File: config.mk
export PLATFORM = sky130hd
export DESIGN_NAME = cpsc_top
export DESIGN_NICKNAME = d
export VERILOG_FILES = /design/src/rtl/cpsc_pkg.sv /design/src/rtl/cpsc_sync.sv /design/src/rtl/cpsc_top.sv
export SDC_FILE = /design/constraint.sdc
export NUM_CORES = 1
export LEC_CHECK = 0
export ABC_AREA = 1
export BUFFER_PORTS_ARGS = -buffer_cell sky130_fd_sc_hd__buf_2
export CORE_MARGIN = 1
export CORE_UTILIZATION = 35
export CTS_BUF_LIST = sky130_fd_sc_hd__clkbuf_4 sky130_fd_sc_hd__clkbuf_8
export DETAILED_ROUTE_END_ITERATION = 16
export PLACE_DENSITY = 0.61
export SETUP_SLACK_MARGIN = 0.4
export SYNTH_ARGS = -nofsm -noshare
export SYNTH_HDL_FRONTEND = slang
export SYNTH_SLANG_ARGS = --single-unit
File: constraint.sdc
create_clock -name ref_clk_in -period 8 [get_ports ref_clk_in]
set_input_delay 0 -clock ref_clk_in [delete_from_list [all_inputs] [get_ports ref_clk_in]]
set_output_delay 0 -clock ref_clk_in [all_outputs]
set_load 0.02 [all_outputs]
File: src/rtl/cpsc_pkg.sv
// Constants and types shared by the processing state controller.
// Assumes a single 40 MHz system clock domain for every user of the package.
package cpsc_pkg;

    // =====================================================================
    // Widths
    localparam int ADDR_W = 32;
    localparam int STAT_W = 32;
    localparam int LVL_W  = 4;
    localparam int WAIT_W = 16;
    localparam int MOD_N  = 3;

    // =====================================================================
    // Addresses and reset values
    localparam logic [ADDR_W-1:0] RESET_VECTOR = 32'ha000_0000;
    localparam logic [ADDR_W-1:0] ADDR_RST     = 32'h0000_0000;
    localparam logic [STAT_W-1:0] STAT_RST     = 32'h0000_0000;
    localparam logic [MOD_N-1:0]  MOD_ALL_ON   = 3'h7;
    localparam logic [MOD_N-1:0]  MOD_ALL_OFF  = 3'h0;

    // =====================================================================
    // Module stop bit positions
    localparam int MOD_TIMER  = 0;
    localparam int MOD_RTC    = 1;
    localparam int MOD_SERIAL = 2;

    // =====================================================================
    // Processing state codes shown to the outside
    localparam logic [2:0] PS_RESET  = 3'h0;
    localparam logic [2:0] PS_EXCP   = 3'h1;
    localparam logic [2:0] PS_BUSREL = 3'h2;
    localparam logic [2:0] PS_EXEC   = 3'h3;
    localparam logic [2:0] PS_PWRDN  = 3'h4;

    // Reset kind codes.
    localparam logic RK_POWER_ON = 1'b0;
    localparam logic RK_MANUAL   = 1'b1;

    // =====================================================================
    // Timing
    localparam int CLK_PERIOD_NS  = 25;
    localparam int OSC_STAB_NS    = 10000;
    localparam int OSC_STAB_CYC   = (OSC_STAB_NS + CLK_PERIOD_NS - 1) / CLK_PERIOD_NS;
    localparam logic [WAIT_W-1:0] OSC_STAB_CNT = WAIT_W'(OSC_STAB_CYC);
    localparam logic [WAIT_W-1:0] WAIT_ONE     = 16'h0001;
    localparam logic [WAIT_W-1:0] WAIT_ZERO    = 16'h0000;

    // =====================================================================
    // Types
    typedef enum logic [2:0] {
        ST_RESET,
        ST_EXC,
        ST_EXEC,
        ST_BUSREL,
        ST_SLEEP,
        ST_STANDBY,
        ST_OSCWAIT,
        ST_HWSTBY
    } cpsc_state_e;

    typedef enum logic [1:0] {
        CAUSE_RESET,
        CAUSE_EXC,
        CAUSE_IRQ
    } cpsc_cause_e;

endpackage

File: src/rtl/cpsc_sync.sv
// Two flip-flop synchroniser for a group of independent level inputs.
// Assumes each bit changes slowly compared with the clock; bits are not coherent.
`timescale 1ns/10ps
module cpsc_sync #(
    parameter int          WIDTH    = 1,
    parameter logic [31:0] RST_VAL  = 32'h0000_0000
) (
    input  wire logic             clk_in,
    input  wire logic             rst_n_in,
    input  wire logic [WIDTH-1:0] async_in,
    output logic      [WIDTH-1:0] sync_out
);

    logic [WIDTH-1:0] meta_q;
    logic [WIDTH-1:0] sync_q;

    always_ff @(posedge clk_in or negedge rst_n_in) begin
        if (!rst_n_in) begin
            meta_q <= RST_VAL[WIDTH-1:0];
            sync_q <= RST_VAL[WIDTH-1:0];
        end else begin
            meta_q <= async_in;
            sync_q <= meta_q;
        end
    end

    assign sync_out = sync_q;

endmodule

File: src/rtl/cpsc_top.sv
// Processing state controller: reset, exception entry, execution, bus release, power-down.
// Assumes the core, interrupt controller and watchdog share ref_clk_in; pins are asynchronous.
// Function
// - Processor is always in exactly one of five processing states.
// - Reset pin low: bus request pin high gives power-on, low gives manual.
// - Exception processing is transient, left once the handler fetch starts.
// - After any reset the program counter is loaded with the reset vector.
// - General exception or interrupt saves PC and status into saved registers.
// - Handler address is vector base plus offset, then program execution follows.
// - Halt with standby select 0 enters sleep; peripherals keep running.
// - Reset or interrupt wakes sleep through exception processing to execution.
// - Halt with standby select 1 enters standby; core, peripherals, oscillator stop.
// - Standby exit waits oscillator stabilization; interrupt exit uses watchdog time.
// - Hardware standby pin low halts all modules except the real-time clock.
// - Module stop bit 1 gates that module clock in execution and sleep.
// - Stopped timer pins hold; stopped serial pins return to reset state.
// - Clock gating ends when stop bits clear or any reset occurs.
// - Granted bus request enters bus release until the request ends.
`timescale 1ns/10ps
module cpsc_top (
    input  wire logic                         ref_clk_in,
    input  wire logic                         arst_n_in,
    input  wire logic                         reset_pin_n_in,
    input  wire logic                         bus_request_pin_n_in,
    input  wire logic                         hw_standby_pin_n_in,
    input  wire logic                         halt_exec_in,
    input  wire logic                         standby_select_bit_in,
    input  wire logic [cpsc_pkg::MOD_N-1:0]   module_stop_bit_in,
    input  wire logic                         gen_exc_in,
    input  wire logic                         irq_req_in,
    input  wire logic [cpsc_pkg::LVL_W-1:0]   irq_level_in,
    input  wire logic [cpsc_pkg::LVL_W-1:0]   irq_mask_in,
    input  wire logic [cpsc_pkg::ADDR_W-1:0]  pc_in,
    input  wire logic [cpsc_pkg::STAT_W-1:0]  status_in,
    input  wire logic [cpsc_pkg::ADDR_W-1:0]  vector_base_in,
    input  wire logic [cpsc_pkg::ADDR_W-1:0]  exc_offset_in,
    input  wire logic [cpsc_pkg::ADDR_W-1:0]  irq_offset_in,
    input  wire logic [cpsc_pkg::WAIT_W-1:0]  osc_wait_cycles_in,
    output logic      [2:0]                   proc_state_out,
    output logic                              reset_kind_out,
    output logic                              pc_load_out,
    output logic      [cpsc_pkg::ADDR_W-1:0]  pc_load_addr_out,
    output logic      [cpsc_pkg::ADDR_W-1:0]  saved_pc_reg_out,
    output logic      [cpsc_pkg::STAT_W-1:0]  saved_status_reg_out,
    output logic                              core_halt_out,
    output logic                              periph_clk_en_out,
    output logic                              osc_en_out,
    output logic      [cpsc_pkg::MOD_N-1:0]   module_clk_en_out,
    output logic                              timer_pin_hold_out,
    output logic                              serial_pin_reset_out,
    output logic                              bus_grant_out
);

    // =====================================================================
    // Reset release and pin synchronisation
    logic [1:0] rst_sync_q;
    logic       rst_n;
    logic [2:0] pin_sync;
    logic       rst_low;
    logic       bus_request_pin_low;
    logic       hw_low;
    logic       irq_ok;

    always_ff @(posedge ref_clk_in or negedge arst_n_in) begin
        if (!arst_n_in) begin
            rst_sync_q <= 2'h0;
        end else begin
            rst_sync_q <= {rst_sync_q[0], 1'b1};
        end
    end
    assign rst_n = rst_sync_q[1];

    // Pins idle high, so the synchroniser resets to the inactive level.
    cpsc_sync #(
        .WIDTH   (3),
        .RST_VAL (32'h0000_0007)
    ) u_pin_sync (
        .clk_in   (ref_clk_in),
        .rst_n_in (rst_n),
        .async_in ({hw_standby_pin_n_in, bus_request_pin_n_in, reset_pin_n_in}),
        .sync_out (pin_sync)
    );

    assign rst_low  = ~pin_sync[0];
    assign bus_request_pin_low = ~pin_sync[1];
    assign hw_low   = ~pin_sync[2];
    assign irq_ok   = irq_req_in && (irq_level_in > irq_mask_in);

    // =====================================================================
    // Next processing state
    cpsc_pkg::cpsc_state_e state_q;
    cpsc_pkg::cpsc_state_e state_d;
    cpsc_pkg::cpsc_cause_e cause_q;
    cpsc_pkg::cpsc_cause_e cause_d;
    logic [cpsc_pkg::WAIT_W-1:0] wait_q;
    logic [cpsc_pkg::WAIT_W-1:0] wait_load;
    logic                        standby_select_bit_wake_q;
    logic                        in_pwrdn;
    logic [cpsc_pkg::ADDR_W-1:0] handler_calc;

    always_comb begin
        state_d   = state_q;
        cause_d   = cause_q;
        wait_load = cpsc_pkg::OSC_STAB_CNT;
        case (state_q)
            cpsc_pkg::ST_RESET: begin
                if (standby_select_bit_wake_q) begin
                    state_d = cpsc_pkg::ST_OSCWAIT;
                end else begin
                    state_d = cpsc_pkg::ST_EXC;
                end
                cause_d = cpsc_pkg::CAUSE_RESET;
            end
            cpsc_pkg::ST_EXC: begin
                state_d = cpsc_pkg::ST_EXEC;
            end
            cpsc_pkg::ST_EXEC: begin
                if (bus_request_pin_low) begin
                    state_d = cpsc_pkg::ST_BUSREL;
                end else if (gen_exc_in) begin
                    state_d = cpsc_pkg::ST_EXC;
                    cause_d = cpsc_pkg::CAUSE_EXC;
                end else if (irq_ok) begin
                    state_d = cpsc_pkg::ST_EXC;
                    cause_d = cpsc_pkg::CAUSE_IRQ;
                end else if (halt_exec_in) begin
                    // The select bit is looked at only here, so later writes cannot change the mode.
                    if (standby_select_bit_in) begin
                        state_d = cpsc_pkg::ST_STANDBY;
                    end else begin
                        state_d = cpsc_pkg::ST_SLEEP;
                    end
                end
            end
            cpsc_pkg::ST_BUSREL: begin
                if (!bus_request_pin_low) begin
                    state_d = cpsc_pkg::ST_EXEC;
                end
            end
            cpsc_pkg::ST_SLEEP: begin
                if (irq_ok) begin
                    state_d = cpsc_pkg::ST_EXC;
                    cause_d = cpsc_pkg::CAUSE_IRQ;
                end
            end
            cpsc_pkg::ST_STANDBY: begin
                if (irq_ok) begin
                    state_d = cpsc_pkg::ST_OSCWAIT;
                    cause_d = cpsc_pkg::CAUSE_IRQ;
                    if (osc_wait_cycles_in == cpsc_pkg::WAIT_ZERO) begin
                        wait_load = cpsc_pkg::WAIT_ONE;
                    end else begin
                        wait_load = osc_wait_cycles_in;
                    end
                end
            end
            cpsc_pkg::ST_OSCWAIT: begin
                if (wait_q == cpsc_pkg::WAIT_ONE) begin
                    state_d = cpsc_pkg::ST_EXC;
                end
            end
            cpsc_pkg::ST_HWSTBY: begin
                if (!hw_low) begin
                    state_d = cpsc_pkg::ST_OSCWAIT;
                    cause_d = cpsc_pkg::CAUSE_RESET;
                end
            end
            default: begin
                state_d = cpsc_pkg::ST_RESET;
                cause_d = cpsc_pkg::CAUSE_RESET;
            end
        endcase
        if (hw_low) begin
            state_d = cpsc_pkg::ST_HWSTBY;
            cause_d = cpsc_pkg::CAUSE_RESET;
        end
        if (rst_low) begin
            state_d = cpsc_pkg::ST_RESET;
            cause_d = cpsc_pkg::CAUSE_RESET;
        end
    end

    assign in_pwrdn = (state_q == cpsc_pkg::ST_STANDBY) || (state_q == cpsc_pkg::ST_OSCWAIT) ||
                      (state_q == cpsc_pkg::ST_HWSTBY);

    always_ff @(posedge ref_clk_in or negedge rst_n) begin
        if (!rst_n) begin
            state_q <= cpsc_pkg::ST_RESET;
            cause_q <= cpsc_pkg::CAUSE_RESET;
        end else begin
            state_q <= state_d;
            cause_q <= cause_d;
        end
    end

    // A reset that interrupts a stopped oscillator must still wait for it to settle.
    always_ff @(posedge ref_clk_in or negedge rst_n) begin
        if (!rst_n) begin
            standby_select_bit_wake_q <= 1'b0;
        end else if (state_q != cpsc_pkg::ST_RESET && state_d == cpsc_pkg::ST_RESET) begin
            standby_select_bit_wake_q <= in_pwrdn;
        end else if (state_q == cpsc_pkg::ST_RESET && state_d != cpsc_pkg::ST_RESET) begin
            standby_select_bit_wake_q <= 1'b0;
        end
    end

    always_ff @(posedge ref_clk_in or negedge rst_n) begin
        if (!rst_n) begin
            wait_q <= cpsc_pkg::WAIT_ZERO;
        end else if (state_d == cpsc_pkg::ST_OSCWAIT && state_q != cpsc_pkg::ST_OSCWAIT) begin
            wait_q <= wait_load;
        end else if (state_q == cpsc_pkg::ST_OSCWAIT && wait_q != cpsc_pkg::WAIT_ZERO) begin
            wait_q <= wait_q - cpsc_pkg::WAIT_ONE;
        end
    end

    // Sampled while the pin is low; hardware standby exit counts as power-on.
    always_ff @(posedge ref_clk_in or negedge rst_n) begin
        if (!rst_n) begin
            reset_kind_out <= cpsc_pkg::RK_POWER_ON;
        end else if (state_q == cpsc_pkg::ST_RESET && rst_low) begin
            reset_kind_out <= bus_request_pin_low ? cpsc_pkg::RK_MANUAL : cpsc_pkg::RK_POWER_ON;
        end else if (state_q == cpsc_pkg::ST_HWSTBY) begin
            reset_kind_out <= cpsc_pkg::RK_POWER_ON;
        end
    end

    // =====================================================================
    // Exception entry: save context and form the branch target
    assign handler_calc = vector_base_in + ((cause_d == cpsc_pkg::CAUSE_IRQ) ? irq_offset_in : exc_offset_in);

    always_ff @(posedge ref_clk_in or negedge rst_n) begin
        if (!rst_n) begin
            saved_pc_reg_out     <= cpsc_pkg::ADDR_RST;
            saved_status_reg_out <= cpsc_pkg::STAT_RST;
        end else if (state_d == cpsc_pkg::ST_EXC && state_q != cpsc_pkg::ST_EXC &&
                     cause_d != cpsc_pkg::CAUSE_RESET) begin
            saved_pc_reg_out     <= pc_in;
            saved_status_reg_out <= status_in;
        end
    end

    always_ff @(posedge ref_clk_in or negedge rst_n) begin
        if (!rst_n) begin
            pc_load_out      <= 1'b0;
            pc_load_addr_out <= cpsc_pkg::ADDR_RST;
        end else begin
            pc_load_out <= (state_d == cpsc_pkg::ST_EXC);
            if (state_d == cpsc_pkg::ST_EXC && state_q != cpsc_pkg::ST_EXC) begin
                if (cause_d == cpsc_pkg::CAUSE_RESET) begin
                    pc_load_addr_out <= cpsc_pkg::RESET_VECTOR;
                end else begin
                    pc_load_addr_out <= handler_calc;
                end
            end
        end
    end

    // =====================================================================
    // Power, clock and bus outputs
    logic stop_all;
    logic osc_off;

    always_comb begin
        stop_all = (state_d == cpsc_pkg::ST_STANDBY) || (state_d == cpsc_pkg::ST_OSCWAIT) ||
                   (state_d == cpsc_pkg::ST_HWSTBY);
        osc_off  = (state_d == cpsc_pkg::ST_STANDBY) || (state_d == cpsc_pkg::ST_HWSTBY);
    end

    always_ff @(posedge ref_clk_in or negedge rst_n) begin
        if (!rst_n) begin
            proc_state_out <= cpsc_pkg::PS_RESET;
            core_halt_out  <= 1'b1;
            bus_grant_out  <= 1'b0;
        end else begin
            case (state_d)
                cpsc_pkg::ST_RESET:  proc_state_out <= cpsc_pkg::PS_RESET;
                cpsc_pkg::ST_EXC:    proc_state_out <= cpsc_pkg::PS_EXCP;
                cpsc_pkg::ST_EXEC:   proc_state_out <= cpsc_pkg::PS_EXEC;
                cpsc_pkg::ST_BUSREL: proc_state_out <= cpsc_pkg::PS_BUSREL;
                default:             proc_state_out <= cpsc_pkg::PS_PWRDN;
            endcase
            core_halt_out <= (state_d == cpsc_pkg::ST_RESET) || (state_d == cpsc_pkg::ST_SLEEP) || stop_all;
            bus_grant_out <= (state_d == cpsc_pkg::ST_BUSREL);
        end
    end

    // Only the real-time clock survives the standby modes; its stop bit still applies.
    always_ff @(posedge ref_clk_in or negedge rst_n) begin
        if (!rst_n) begin
            periph_clk_en_out    <= 1'b1;
            osc_en_out           <= 1'b1;
            module_clk_en_out    <= cpsc_pkg::MOD_ALL_ON;
            timer_pin_hold_out   <= 1'b0;
            serial_pin_reset_out <= 1'b0;
        end else if (state_d == cpsc_pkg::ST_RESET) begin
            periph_clk_en_out    <= 1'b1;
            osc_en_out           <= 1'b1;
            module_clk_en_out    <= cpsc_pkg::MOD_ALL_ON;
            timer_pin_hold_out   <= 1'b0;
            serial_pin_reset_out <= 1'b0;
        end else begin
            periph_clk_en_out <= !stop_all;
            osc_en_out        <= !osc_off;
            module_clk_en_out[cpsc_pkg::MOD_TIMER]  <= !stop_all && !module_stop_bit_in[cpsc_pkg::MOD_TIMER];
            module_clk_en_out[cpsc_pkg::MOD_SERIAL] <= !stop_all && !module_stop_bit_in[cpsc_pkg::MOD_SERIAL];
            module_clk_en_out[cpsc_pkg::MOD_RTC]    <= !module_stop_bit_in[cpsc_pkg::MOD_RTC];
            timer_pin_hold_out   <= module_stop_bit_in[cpsc_pkg::MOD_TIMER];
            serial_pin_reset_out <= module_stop_bit_in[cpsc_pkg::MOD_SERIAL];
        end
    end

    logic no_pin;
    assign no_pin = !rst_low && !hw_low;
endmodule

==> After elaboration in Yosys (flattened, before gate mapping) <==
Index checks and enable logic that the tools add are counted.
{ "word_totals": {"wordCells": 114, "ff_bits": 140, "out_inout_bits": 110, "input_bits": 196} }
{ "classes": {"addsub": 2, "eq_ne": 18, "n_lt_le_gt_ge": 1, "n_bitwise": 1, "muxes": 37, "reduce_logical": 35} }
{ "ops": {"columns": ["op", "n"], "rows": [
  ["16-bit two-way mux", 5],
  ["32-bit two-way mux", 2],
  ["3-bit two-way mux", 12],
  ["32-bit adder", 1],
  ["3-bit == test, second input constant", 8],
  ["3-bit case mux with 8 select lines", 1],
  ["16-bit by 1-bit == test with 1-bit output, second input constant", 1],
  ["16-bit zero test", 1],
  ["16-bit nonzero test", 1],
  ["16-bit by 1-bit subtractor with 16-bit output, second input constant", 1],
  ["3-bit by 2-bit == test with 1-bit output, second input constant", 4],
  ["3-bit case mux with 4 select lines", 1],
  ["1-bit logical AND", 10],
  ["1-bit two-way mux", 10],
  ["2-bit two-way mux", 5],
  ["2-bit nonzero test", 4],
  ["1-bit logical OR", 7],
  ["3-bit by 1-bit == test with 1-bit output, second input constant", 2],
  ["3-bit zero test", 2],
  ["2-bit case mux with 3 select lines", 1],
  ["3-bit nonzero test", 2],
  ["1-bit zero test", 5],
  ["4-bit > comparator", 1],
  ["2-bit OR reduction", 2],
  ["5 further kinds", 5]
]} }

==> Longest topological paths before layout <==
{ "depth": {"word_depth": 14, "mapped_depth": 29} }

==> By module <==
From an unflattened synthesis, not the netlist that was laid out.
{ "unflattened": {"hier_cells": 1036, "area_unflattened_um2": 8186.6} }
{ "by_module_without_submodules": {"columns": ["mod", "instances", "area_each_um2", "seq_area_each_um2", "cells_per_inst"], "rows": [
  ["cpsc_top", 1, 8029.0, 3360.7, 1030],
  ["cpsc_sync", 1, 157.7, 157.7, 6]
]} }

==> Worst setup path after synthesis <==
No wires, ideal clock.
{ "synth_timing": {"path_type": "register -> register", "start": "register state_q[2]", "end": "register pc_load_addr_out[20] (netlist name)", "slack_ps": 4282, "arrival_time_ps": 3596, "path_stages_with_launch": 22, "t_required_ps": 7877, "setup_time_ps": 123, "path_buffers": 1, "path_cell_list": "dfrtp_1 > nand2_1 > inv_1 > nor3_1 > nand2_1 > nand2_1 > inv_1 > nand2_1 > nand2_1 > nand3_1 > buf_2 > mux2_2 > ha_1 > fa_1 > nand3_1 > nand2_1 > a21oi_1 > o21ai_0 > a31oi_1 > o21ai_0 > xnor2_1 > o21ai_1"} }
{ "synth_between": {"elab_chain_len": 9} }
{ "synth_rtl": {"columns": ["item", "line", "text"], "rows": [
  ["start, declared", "cpsc_top.sv:91", "cpsc_pkg::cpsc_state_e state_q;"],
  ["start signal, assigned", "cpsc_top.sv:188", "state_q <= cpsc_pkg::ST_RESET;"],
  ["start signal, assigned", "cpsc_top.sv:191", "state_q <= state_d;"],
  ["3-bit == test (tied with other cells)", "cpsc_top.sv:105", "case (state_q)"],
  ["2-bit OR reduction (no line) or 3-bit two-way mux (tied branches)", null, null],
  ["2-bit case mux with 3 select lines or 3-bit two-way mux (tied branches)", "cpsc_top.sv:105, cpsc_top.sv:120", null],
  ["2-bit two-way mux or 3-bit two-way mux (tied branches)", "cpsc_top.sv:173, cpsc_top.sv:118", null],
  ["2-bit two-way mux or 3-bit case mux with 8 select lines (tied branches)", "cpsc_top.sv:177, cpsc_top.sv:105", null],
  ["2-bit == test or 3-bit two-way mux (tied branches)", "cpsc_top.sv:230, cpsc_top.sv:173", null],
  ["32-bit two-way mux or 3-bit two-way mux (tied branches)", "cpsc_top.sv:230, cpsc_top.sv:177", null],
  ["32-bit adder or 3-bit by 1-bit == test with 1-bit output (tied branches)", "cpsc_top.sv:230, cpsc_top.sv:249", null],
  ["32-bit two-way mux or 1-bit logical AND (tied branches)", "cpsc_top.sv:250, cpsc_top.sv:249", null],
  ["end signal, assigned", "cpsc_top.sv:246", "pc_load_addr_out <= cpsc_pkg::ADDR_RST;"],
  ["end signal, assigned", "cpsc_top.sv:251", "pc_load_addr_out <= cpsc_pkg::RESET_VECTOR;"],
  ["end signal, assigned", "cpsc_top.sv:253", "pc_load_addr_out <= handler_calc;"],
  ["end, declared", "cpsc_top.sv:42", "output logic [cpsc_pkg::ADDR_W-1:0] pc_load_addr_out,"]
]} }
Several ways; a longest one is shown, not always the timed one.
A chain may end at the register's enable or synchronous reset.

==> Worst setup path after layout <==
{ "layout_timing": {"start": "register state_q[0]", "end": "register pc_load_addr_out[26] (netlist name)"} }
Same word-level chain as after synthesis.

==> flow_summary.ini <==
[run_status]
status = finished, final reports clean

[route]
drt_pass1_iterations = 4
antenna_left = 0
wire_per_inst_um = 14.3
routed_wirelength_um = 25400
vias_per_cell = 4.64
first_iter_violations = 459
drc_errors = 0
route.vias.total = 8254

[logic_synthesis]
synth_top_flop_cell = dfrtp_1
syn_area_sq_um = 8250
synthMuxAreaShare_pct = 4.23
mappedNetlistNets = 1304
post-synth-top-count-cell = nand2_1
ys_top_cells_by_count = nand2_1, dfrtp_1, inv_1, nor2_1, a21oi_1
netlist.top_cell.by_area = dfrtp_1
synth_seq_cells = 140
synthAdderAreaFrac_pct = 7.07
ys_seq_area_share_pct = 42.7
synth-simple-area-share_pct = 26.5
synth_cell_types = 44
netlist.area_leader.share_pct = 38.8
synth-xor-area-share_pct = 3.29
synth_top_family_by_area = simple AND/OR/NAND/NOR gates
async_flop_share_pct = 100
synth_compound_area_share_pct = 9.54
synthCells = 1062
netlist_top_cells_area = dfrtp_1, nand2_1, ha_1, inv_1, mux2_2
synth-edff-count = 0
ys_warn_count = 0
syn_area_per_cell_sq_um = 7.77

[grt]
grt_pass1_vias = 8132
grt_first_pass_wirelength_um = 39800
grt_max_degree = 79
overflow = 0
antenna_found_initial = 0
track_usage_pct = 20.9

[flow_run]
timing.max_cap.violations = 0

[floorplan]
core_area_sq_um = 22800
die_w_um = 156
die_height_um = 156
start_util_pct = 36.1
dieArea_sq_um = 24200
fp-row-count = 55
ioPinCount = 306

[cts]
cts_setup_buffers = 0
htree_levels = 4
clk_path_buf_depth = 2
cts_tree = yes
cts_buffers = 17
clock_sinks = 140
clock_latency_ns = 0.45
cts-root-buf = clkbuf_8
clk_pin_slew_worst_paths_ns = 0.10

[sta]
rsz0062_at_grt = no
finalHoldViolCount = 0
hold_slack_ns = 0.0355
fmax_ghz = 0.217
skew_ns = 0.0174
worst_pin_slew_ns = 0.985
setup_tns_ns = 0
final_period_minus_worst_setup_slack_ns = 4.62
finalCritPeriodShare_pct = 57.7
max_slew_margin_pct = 34.3
setup_viol = 0
slew_violations = 0

[hold_path]
holdPathStages = 4
holdPathEnd = pc_load_addr_out[9]
min_from = vector_base_in[9]
hp-class = in2reg

[placement]
dp_hpwl_um = 18700
place_congestion = 0.929
io_buffers = 305

[setup_path]
critPathLaunchType = register
crit_fanout = 33
critical_path_class = reg2reg
r2r_end = pc_load_addr_out[26]
r2r_slack_ns = 3.38
cp.required_ns = 8.39
critical_path_arrival_ns = 5.00
r2r-start = state_q[0]
endpoint_kind = register
r2r_cells = 22

[cells_and_area]
layout.nets = 1695
area_growth_pct = 37.6
area.sequential_sq_um = 3520
multi_input_area_sq_um = 4190
drive_above_1_share_pct = 27.6
num_antenna_cells = 0
fillers = 2340

[power_and_ir_drop]
peakVddDrop_uv = 93.6
p_total_uw = 2640
powerDensity_nw_per_um2 = 233
p_leak_uw = 0.00625
## worst max-delay path by stage
stage                             start                   end  slack, ns
after floorplan           rst_sync_q[1]         bus_grant_out       3.83
final                        state_q[0]  pc_load_addr_out[26]       3.38
after detailed placement     state_q[0]  pc_load_addr_out[26]       3.32
after global routing         state_q[0]  pc_load_addr_out[26]       2.80
after global placement       state_q[0]  pc_load_addr_out[26]       3.46
after CTS                    state_q[0]  pc_load_addr_out[26]       3.32
## state kept, by name (all words and copies together) (netlist names), 2 cells and up
signal / cells
saved_status_reg_out: 32
module_clk_en_out: 3
saved_pc_reg_out: 32
proc_state_out: 3
pc_load_addr_out: 32
u_pin_sync.sync_out: 3
wait_q: 16
u_pin_sync.meta_q: 3
cause_q: 2
rst_sync_q: 2
state_q: 3
## critical path: stages (launching register included)
cell      delay [ns]
dfrtp_1         0.45
nor3_2          0.33
nor3_1          0.13
nand2_1         0.08
nand2_1         0.05
inv_1           0.04
nand2_1         0.04
nand2_1         0.14
nand3_2         0.65
mux2_2          0.54
ha_1            0.20
fa_1            0.41
nand3_1         0.10
nand2_1         0.08
a21oi_1         0.27
o21ai_0         0.28
a21oi_1         0.27
o21bai_1        0.12
nand2_1         0.07
nand2_1         0.06
nand2_1         0.06
nand2_1         0.05
o21ai_1         0.14
## logic make-up (layout without fill, tap and decap cells)
kind of cell / Yosys count / count (layout)
buffers and inverters: 134 / 538
flip-flops: 140 / 140
multiplexers: 31 / 31
adder cells (fa/ha/maj): 46 / 46
XOR/XNOR: 31 / 31
other: 1 / 1
AND/OR/NAND/NOR: 537 / 537
AO/OA/AOI/OAI: 142 / 142
## metal layers
metal	part of all wire (%)	track usage, %	vias to the layer above
met3	4.3	3.34	48
met4	2.8	8.40	0
li1	-	-	4206
met1	44	25.7	3749
met2	49	36.5	251
met5	0	0	-
## power by group
group / internal (uW) / switching (uW) / total, uW / leakage, uW
clock network: 243 / 330 / 573 / 0.000199
registers: 910 / 123 / 1030 / 0.00179
logic: 385 / 650 / 1030 / 0.00426
## per-stage QoR
step	std cells	util, %	setup WS (ns)	instance area [sq um]
after global routing	1779	49.7	2.80	11400
final	1779	49.7	3.38	11400
after global placement	1656	44.0	3.46	10100
after detailed placement	1656	44.0	3.32	10100
after CTS	1779	49.7	3.32	11400
after floorplan	1062	-	3.83	8250
## layout by cell type, fill, tap and decap left out, types with 12 or more instances in the layout
cell type,instances
mux2_2,31
clkbuf_8,18
xnor2_1,14
nand3_1,38
nand2_1,388
nor3_1,12
inv_1,100
o21ai_1,17
buf_2,305
dfstp_2,12
dlygate4sd3_1,91
nor2_1,68
a21oi_1,48
dfrtp_1,127
ha_1,45
xor2_1,17
o21ai_0,46
## what timing repair did
action	4_1_cts	5_1_grt
hold endpoints to repair	93	0
hold buffers	91	0
gates resized for setup	0	0
## area by class of cell
class	instances	area share, %
clock buffers	18	2.18
clock inverters	14	1.22
inverters	107	3.54
multi-input cells	788	36.9
flip-flops and latches	140	31.0
well taps	313	3.45
repair buffers	399	21.7
(Power assumes the default switching activity.)
